[src/verilog/sdm_regs.vh]
// Purpose: constants shared by the sigma-delta clock and multiplex logic
// Assumes: plain Verilog-2005 includes
// Notes: no software registers exist; configuration arrives on static pins
`ifndef SDM_REGS_VH
`define SDM_REGS_VH

// ----------------------------------------
// stream buffer shape
// ----------------------------------------
`define SDM_PAIR_W 2
`define SDM_FIFO_DEPTH 32
`define SDM_FIFO_AW 5
`define SDM_PAIR_V_BIT 1
`define SDM_PAIR_C_BIT 0

// ----------------------------------------
// reference temperature-coefficient codes
// ----------------------------------------
`define SDM_TC_HELD_LOW 2'h0
`define SDM_TC_FOLLOW_CLK 2'h1
`define SDM_TC_FOLLOW_INVERTED_CLOCK 2'h2
`define SDM_TC_HELD_HIGH 2'h3

// ----------------------------------------
// current channel gain codes
// ----------------------------------------
`define SDM_GAIN_X8 1'h0
`define SDM_GAIN_X32 1'h1

// ----------------------------------------
// timing
// ----------------------------------------
`define SDM_SYS_CLK_KHZ 10000
`define SDM_EXT_CLK_LOW_KHZ 1024
`define SDM_EXT_CLK_HIGH_KHZ 2048

`endif
[src/verilog/sdm_clock_mux.v]
// Purpose: digital part of a dual-channel first-order sigma-delta modulator
// Assumes: ext_clk and all pins synchronous to clk (10 MHz), ext_clk much slower
// Notes: resetn is the supply-level power-on reset
//   out_hold and sample_overrun are test and status additions
//   derived clocks are registered; conv_clk_a and conv_clk_b run one clk behind ext_clk, the chop clocks two
//
// Notes on behaviour
// - all digital timing referenced to ext clock
// - two parallel channels, each one-bit stream
// - both streams interleaved onto one output
// - sampling and interleaving paced by ext clock
// - voltage gain x4, current x8 or x32
// - configured only by two static pins
// - power-on reset holds all functions
// - five clocks derived from ext clock
// - control module makes all switch controls
// - output voltage bit when high, current when low
// - gain pin low x8, high x32
// - trim pin four states pick reference setting
`include "sdm_regs.vh"

// ----------------------------------------
// stream buffer
// ----------------------------------------
module sdm_fifo #(
  parameter WIDTH = `SDM_PAIR_W,
  parameter DEPTH = `SDM_FIFO_DEPTH,
  parameter AW = `SDM_FIFO_AW
) (
  input wire clk,
  input wire resetn,
  input wire in_valid,
  output wire in_ready,
  input wire [WIDTH-1:0] in_data,
  output wire out_valid,
  input wire out_ready,
  output wire [WIDTH-1:0] out_data
);
  reg [WIDTH-1:0] mem [0:DEPTH-1];
  reg [AW:0] wr_ptr_q;
  reg [AW:0] rd_ptr_q;
  wire do_wr;
  wire do_rd;

  assign in_ready = (wr_ptr_q[AW-1:0] != rd_ptr_q[AW-1:0]) || (wr_ptr_q[AW] == rd_ptr_q[AW]);
  assign out_valid = (wr_ptr_q != rd_ptr_q);
  assign out_data = mem[rd_ptr_q[AW-1:0]];
  assign do_wr = in_valid && in_ready;
  assign do_rd = out_valid && out_ready;

  // storage needs no reset; the pointers guard every read
  always @(posedge clk) begin
    if (do_wr) begin
      mem[wr_ptr_q[AW-1:0]] <= in_data;
    end
  end

  // one extra pointer bit tells a full buffer from an empty one
  always @(posedge clk or negedge resetn) begin
    if (!resetn) begin
      wr_ptr_q <= {(AW+1){1'b0}};
    end else if (do_wr) begin
      wr_ptr_q <= wr_ptr_q + 1'b1;
    end
  end

  always @(posedge clk or negedge resetn) begin
    if (!resetn) begin
      rd_ptr_q <= {(AW+1){1'b0}};
    end else if (do_rd) begin
      rd_ptr_q <= rd_ptr_q + 1'b1;
    end
  end
endmodule

// ----------------------------------------
// top level
// ----------------------------------------
module sdm_clock_mux (
  input wire clk,
  input wire resetn,
  input wire ext_clk,
  input wire voltage_bitstream,
  input wire current_bitstream,
  input wire gain_select_pin,
  input wire reference_trim_pin,
  input wire out_hold,
  output reg mux_bit_out,
  output reg mux_bit_out_inv,
  output reg current_gain_x32,
  output reg [1:0] ref_tc_sel,
  output reg conv_clk_a,
  output reg conv_clk_b,
  output reg chop_v,
  output reg chop_c_a,
  output reg chop_c_b,
  output reg sw_phase1,
  output reg sw_phase2,
  output reg sw_chop_v,
  output reg sw_chop_c,
  output reg sample_overrun
);
  // ----------------------------------------
  // ext clock edge tracking
  // ----------------------------------------
  reg ext_q;
  reg [1:0] div_q;
  reg trim_hi_q;
  reg pend_valid_q;
  reg [`SDM_PAIR_W-1:0] pend_q;
  reg [`SDM_PAIR_W-1:0] cur_q;
  wire ext_rise;
  wire ext_fall;
  wire f_in_ready;
  wire f_out_valid;
  wire [`SDM_PAIR_W-1:0] f_out_data;
  wire f_out_ready;
  wire [`SDM_PAIR_W-1:0] cur_d;

  assign ext_rise = ext_clk && !ext_q;
  assign ext_fall = !ext_clk && ext_q;
  // out_hold lets the drain stall so the buffer can really fill
  assign f_out_ready = ext_rise && !out_hold;
  // a held out_hold drains nothing, so the buffer fills within 32 periods
  // a pair popped at a rising edge goes straight to the output, so each
  // phase carries bits of one pair only
  assign cur_d = (f_out_ready && f_out_valid) ? f_out_data : cur_q;

  // ----------------------------------------
  // stream capture and buffer
  // ----------------------------------------
  // previous ext clock sample, for edge detection
  always @(posedge clk or negedge resetn) begin
    if (!resetn) begin
      ext_q <= 1'b0;
    end else begin
      ext_q <= ext_clk;
    end
  end

  // both channels captured together at each rising ext edge
  always @(posedge clk or negedge resetn) begin
    if (!resetn) begin
      pend_valid_q <= 1'b0;
      pend_q <= {`SDM_PAIR_W{1'b0}};
    end else if (ext_rise) begin
      pend_q <= {voltage_bitstream, current_bitstream};
      pend_valid_q <= 1'b1;
    end else if (f_in_ready) begin
      pend_valid_q <= 1'b0;
    end
  end

  // a pair still waiting is overwritten: the stream cannot pause
  // the flag stands for one period, until the next rising edge
  always @(posedge clk or negedge resetn) begin
    if (!resetn) begin
      sample_overrun <= 1'b0;
    end else if (ext_rise) begin
      sample_overrun <= pend_valid_q && !f_in_ready;
    end
  end

  // the buffer absorbs the gap between capture and the drain at the next rise
  // in_valid is masked at a rise so a pair never writes while it is replaced
  sdm_fifo #(
    .WIDTH(`SDM_PAIR_W),
    .DEPTH(`SDM_FIFO_DEPTH),
    .AW(`SDM_FIFO_AW)
  ) u_fifo (
    .clk(clk),
    .resetn(resetn),
    .in_valid(pend_valid_q && !ext_rise),
    .in_ready(f_in_ready),
    .in_data(pend_q),
    .out_valid(f_out_valid),
    .out_ready(f_out_ready),
    .out_data(f_out_data)
  );

  // ----------------------------------------
  // output multiplex
  // ----------------------------------------
  always @(posedge clk or negedge resetn) begin
    if (!resetn) begin
      cur_q <= {`SDM_PAIR_W{1'b0}};
    end else begin
      cur_q <= cur_d;
    end
  end

  // one shared pin carries both channels, split by ext clock phase
  always @(posedge clk or negedge resetn) begin
    if (!resetn) begin
      mux_bit_out <= 1'b0;
      mux_bit_out_inv <= 1'b1;
    end else if (ext_clk) begin
      mux_bit_out <= cur_d[`SDM_PAIR_V_BIT];
      mux_bit_out_inv <= !cur_d[`SDM_PAIR_V_BIT];
    end else begin
      mux_bit_out <= cur_d[`SDM_PAIR_C_BIT];
      mux_bit_out_inv <= !cur_d[`SDM_PAIR_C_BIT];
    end
  end

  // ----------------------------------------
  // mode decoder
  // ----------------------------------------
  // gain pin is static, so one register stage is enough
  always @(posedge clk or negedge resetn) begin
    if (!resetn) begin
      current_gain_x32 <= `SDM_GAIN_X8;
    end else begin
      current_gain_x32 <= gain_select_pin ? `SDM_GAIN_X32 : `SDM_GAIN_X8;
    end
  end

  // trim pin is seen once per phase; the pair of samples names its state
  // high-phase sample, taken at the fall
  always @(posedge clk or negedge resetn) begin
    if (!resetn) begin
      trim_hi_q <= 1'b0;
    end else if (ext_fall) begin
      trim_hi_q <= reference_trim_pin;
    end
  end

  // a change of trim mode takes up to one and a half periods to be seen
  always @(posedge clk or negedge resetn) begin
    if (!resetn) begin
      ref_tc_sel <= `SDM_TC_HELD_LOW;
    end else if (ext_rise) begin
      case ({trim_hi_q, reference_trim_pin})
        2'h0: ref_tc_sel <= `SDM_TC_HELD_LOW;
        2'h2: ref_tc_sel <= `SDM_TC_FOLLOW_CLK;
        2'h1: ref_tc_sel <= `SDM_TC_FOLLOW_INVERTED_CLOCK;
        2'h3: ref_tc_sel <= `SDM_TC_HELD_HIGH;
        default: ref_tc_sel <= `SDM_TC_HELD_LOW;
      endcase
    end
  end

  // ----------------------------------------
  // clock generator and switch controls
  // ----------------------------------------
  // limitation: ext_clk must stay at each level for at least two clk
  // divider for the chopper clocks
  always @(posedge clk or negedge resetn) begin
    if (!resetn) begin
      div_q <= 2'h0;
    end else if (ext_rise) begin
      div_q <= div_q + 2'h1;
    end
  end

  // conversion clocks are the ext clock and its complement
  always @(posedge clk or negedge resetn) begin
    if (!resetn) begin
      conv_clk_a <= 1'b0;
      conv_clk_b <= 1'b0;
    end else begin
      conv_clk_a <= ext_clk;
      conv_clk_b <= !ext_clk;
    end
  end

  // chopping at ext/2 and ext/4 moves amplifier offset out of the signal band
  always @(posedge clk or negedge resetn) begin
    if (!resetn) begin
      chop_v <= 1'b0;
      chop_c_a <= 1'b0;
      chop_c_b <= 1'b0;
    end else begin
      chop_v <= div_q[0];
      chop_c_a <= div_q[1];
      chop_c_b <= !div_q[1];
    end
  end

  // phases skip the edge cycle so they never overlap
  always @(posedge clk or negedge resetn) begin
    if (!resetn) begin
      sw_phase1 <= 1'b0;
      sw_phase2 <= 1'b0;
    end else begin
      sw_phase1 <= ext_clk && ext_q;
      sw_phase2 <= !ext_clk && !ext_q;
    end
  end

  // chop switch controls, registered so they cannot glitch
  always @(posedge clk or negedge resetn) begin
    if (!resetn) begin
      sw_chop_v <= 1'b0;
      sw_chop_c <= 1'b0;
    end else begin
      sw_chop_v <= div_q[0];
      sw_chop_c <= div_q[1] ^ div_q[0];
    end
  end
endmodule

[config.mk]
export PLATFORM = sky130hd
export DESIGN_NAME = sdm_clock_mux
export DESIGN_NICKNAME = d
export VERILOG_FILES = /design/src/verilog/sdm_clock_mux.v
export VERILOG_INCLUDE_DIRS = /design/src /design/src/verilog
export SDC_FILE = /design/constraint.sdc
export NUM_CORES = 1
export LEC_CHECK = 0
export ABC_AREA = 0
export BUFFER_PORTS_ARGS = -buffer_cell sky130_fd_sc_hd__buf_2
export CAP_MARGIN = 20
export CORE_MARGIN = 2
export CORE_UTILIZATION = 40
export DETAILED_ROUTE_END_ITERATION = 8
export PLACE_DENSITY = 0.65
export SLEW_MARGIN = 0
export SYNTH_ARGS = -nofsm -noshare
export SYNTH_HDL_FRONTEND = slang
export SYNTH_SLANG_ARGS = --single-unit
[constraint.sdc]
create_clock -name clk -period 5.4 [get_ports clk]
set_input_delay 1.08 -clock clk [delete_from_list [all_inputs] [get_ports clk]]
set_output_delay 1.08 -clock clk [all_outputs]
set_load 0.005 [all_outputs]
==> out/summary.txt <==
kind of end point of the critical path: flip-flop
DR DRC count: 0
Max FO, Critical Path: 16
min Tclk post-route: 2.61 ns
status: finished clean
# port buffers: 22
CTS buffer count: 9
Starting Density: 40.7%
CP max stage cell: dfrtp_1
CP Cell Sequence: xnor2_1 -> nand3_1 -> o2111ai_1 -> nor2_1
ys async rst share: 34.7%
r2r worst-path depth: 4
max cap viols: 0
leakage: 1.67 nW
initial antenna violation count: 0
Hold EP: chop_c_a$_DFF_PN0_
GRT overflow: 0
vias per cell: 5.20
Hold Crit Class: flip-flop to flip-flop
vias in the first global route: 2,305
commonest non-fill, non-tap cell in the layout: edfxtp_1
Slew Limit Headroom: 28.3%
post-synth net total: 295
htree depth: 3
final setup vio count: 0
setup TNS: 0 ns
crit-path max cell delay: 0.87 ns
post-synthesis sequential area ratio: 66.9%
TritonRoute pass-1 iters: 4
Main synth FF type: edfxtp_1
Clock Tree Root: clkbuf_8
register bit count reported by yosys: 98
Cell Pwr Density: 462 nW/um2
Sink Count: 98
min-delay src: div_q[1]$_DFFE_PN0P_
Cell variety after synth: 47
layout cell share with drive strength beyond 1: 21.2%
Final Slew Violations: 0
R2R Setup Slk: 2.79 ns
I/O pins: 23
Final Skew: 0.0105 ns
Bufs on Longest Clock Path: 2
WHS: 0.427 ns
Chip Width: 106 um
CP arrival: 2.68 ns
Hold Path Stages: 0
post-CTS sizing: 0
Global Route Usage Sum: 14.9%
final hold violations: 0
Slew @ Worst Pin: 1.08 ns
crit share post-route: 48.2%
FMAX: 384 MHz
synthesized area: 4150 um2
CTS clk-pin slew, worst paths: 0.09 ns
Final ANT Viol Nets: 0
worst r2r src: u_fifo.rd_ptr_q[2]$_DFFE_PN0N_
number of synthesized flops with an enable pin: 64
CTS tree: done
startpoint types: flip-flop
# rows: 37
placeable core region: 10,200 um2
dpl hpwl: 4930 um
routability cong.: 0.844
most frequent cells in the layout: edfxtp_1, nor2_1, dfrtp_1
largest net degree at the start of global routing: 35
Post-CTS Hold Buffers: 0
total number of vias: 2,299
clk_lat worst skew: 0.37 ns
Post-CTS Setup Bufs: 0
Initial DRC Count: 158
WS Path Type: flip-flop to flip-flop
die height: 106 um
YS warnings: 0
Die ar.: 11,200 um2
RSZ-0062 raised after global routing: false
RR Endpoint: u_fifo.mem[11][1]$_DFFE_PP_
WL/cell: 17.8 um
total inserted antenna cells: 0
Req. time, crit path: 5.48 ns
Synth-to-Final Area Change: 10.2%
average size of a mapped cell: 14.7 um2
Peak VDD IR: 0.227 mV
wirelength, routed: 7860 um
cells after synthesis: 282
Final #Nets: 314
first-pass GRT wire length: 12,400 um
## metal layers
layer / vias up / global-route usage (%) / part of all wire (%)
met4: 0 / 6.11 / 1.9
li1: 1061 / - / -
met2: 56 / 23.4 / 49
met5: - / 0 / 0
met3: 12 / 3.28 / 4.0
met1: 1170 / 20.3 / 45
## report_power, final
part,switching [mW],internal [mW]
clock network,0.253,0.221
logic,0.288,0.283
registers,0.158,0.908
total,0.699,1.41
## area by class of cell
type,instances,area [um2]
fill,947,5620
clock inverter,3,18.8
multi-input combinational,161,1250
inverter,7,26.3
clock buffer,13,180
timing repair buffer,24,145
tap,136,170
sequential,98,2770
## synthesized netlist by cell type (5+ instances only)
library cell	count	area, um2
buf_2	8	40.0
dfrtp_1	33	826
edfxtp_1	64	1920
ha_1	5	62.6
inv_1	7	26.3
mux2_2	11	124
mux2i_1	8	80.1
mux4_2	6	135
nand2_1	15	56.3
nor2_1	40	150
nor2b_1	7	43.8
o21ai_0	6	30.0
xnor2_1	12	105
xor2_1	6	52.6
## registers in the layout, summed over array words and instances, names as in the netlist, 2 cells and up
name / cells
cur_q: 2
div_q: 2
pend_q: 2
ref_tc_sel: 2
u_fifo.mem: 64
u_fifo.rd_ptr_q: 6
u_fifo.wr_ptr_q: 6
## worst max-delay path: cells and delay by family (launching register included)
family | cells | cell delay [ns]
flops | 1 | 0.87
xor+xnor | 1 | 0.19
compound gates | 1 | 0.86
simple gates | 2 | 0.39
## cell families (layout without fill, tap and decap cells)
kind of cell	count (synthesis)	count (layout)	share of synthesized area [%]
compound gates	29	29	5.71
xor+xnor	18	18	3.80
fa+ha+maj	5	5	1.51
flops	98	98	66.9
buf+inv	23	47	2.99
mux	28	28	10.1
simple gates	81	81	8.99
## per-stage QoR
step	utilization (%)	std cells	setup WS, ns	total power [mW]	area [um2]
floorplan	-	282	3.11	1.50	4150
global placement	42.6	425	2.49	1.63	4340
detailed placement	42.6	425	2.48	1.65	4340
CTS	44.6	441	2.78	2.11	4540
global route	44.8	442	2.62	2.23	4570
finish	44.8	442	2.79	2.11	4570
## how the worst max path moves through the flow
stage,start,cells past startpoint,end
floorplan,ext_clk,5,u_fifo.mem[31][0]$_DFFE_PP_
global placement,ext_clk,4,u_fifo.mem[15][0]$_DFFE_PP_
detailed placement,ext_clk,4,u_fifo.mem[19][0]$_DFFE_PP_
CTS,u_fifo.rd_ptr_q[0]$_DFFE_PN0N_,4,u_fifo.mem[11][1]$_DFFE_PP_
global route,u_fifo.rd_ptr_q[2]$_DFFE_PN0N_,5,cur_q[1]$_DFF_PN0_
finish,u_fifo.rd_ptr_q[2]$_DFFE_PN0N_,4,u_fifo.mem[11][1]$_DFFE_PP_
Note: power is estimated with default switching activity, not from simulation.
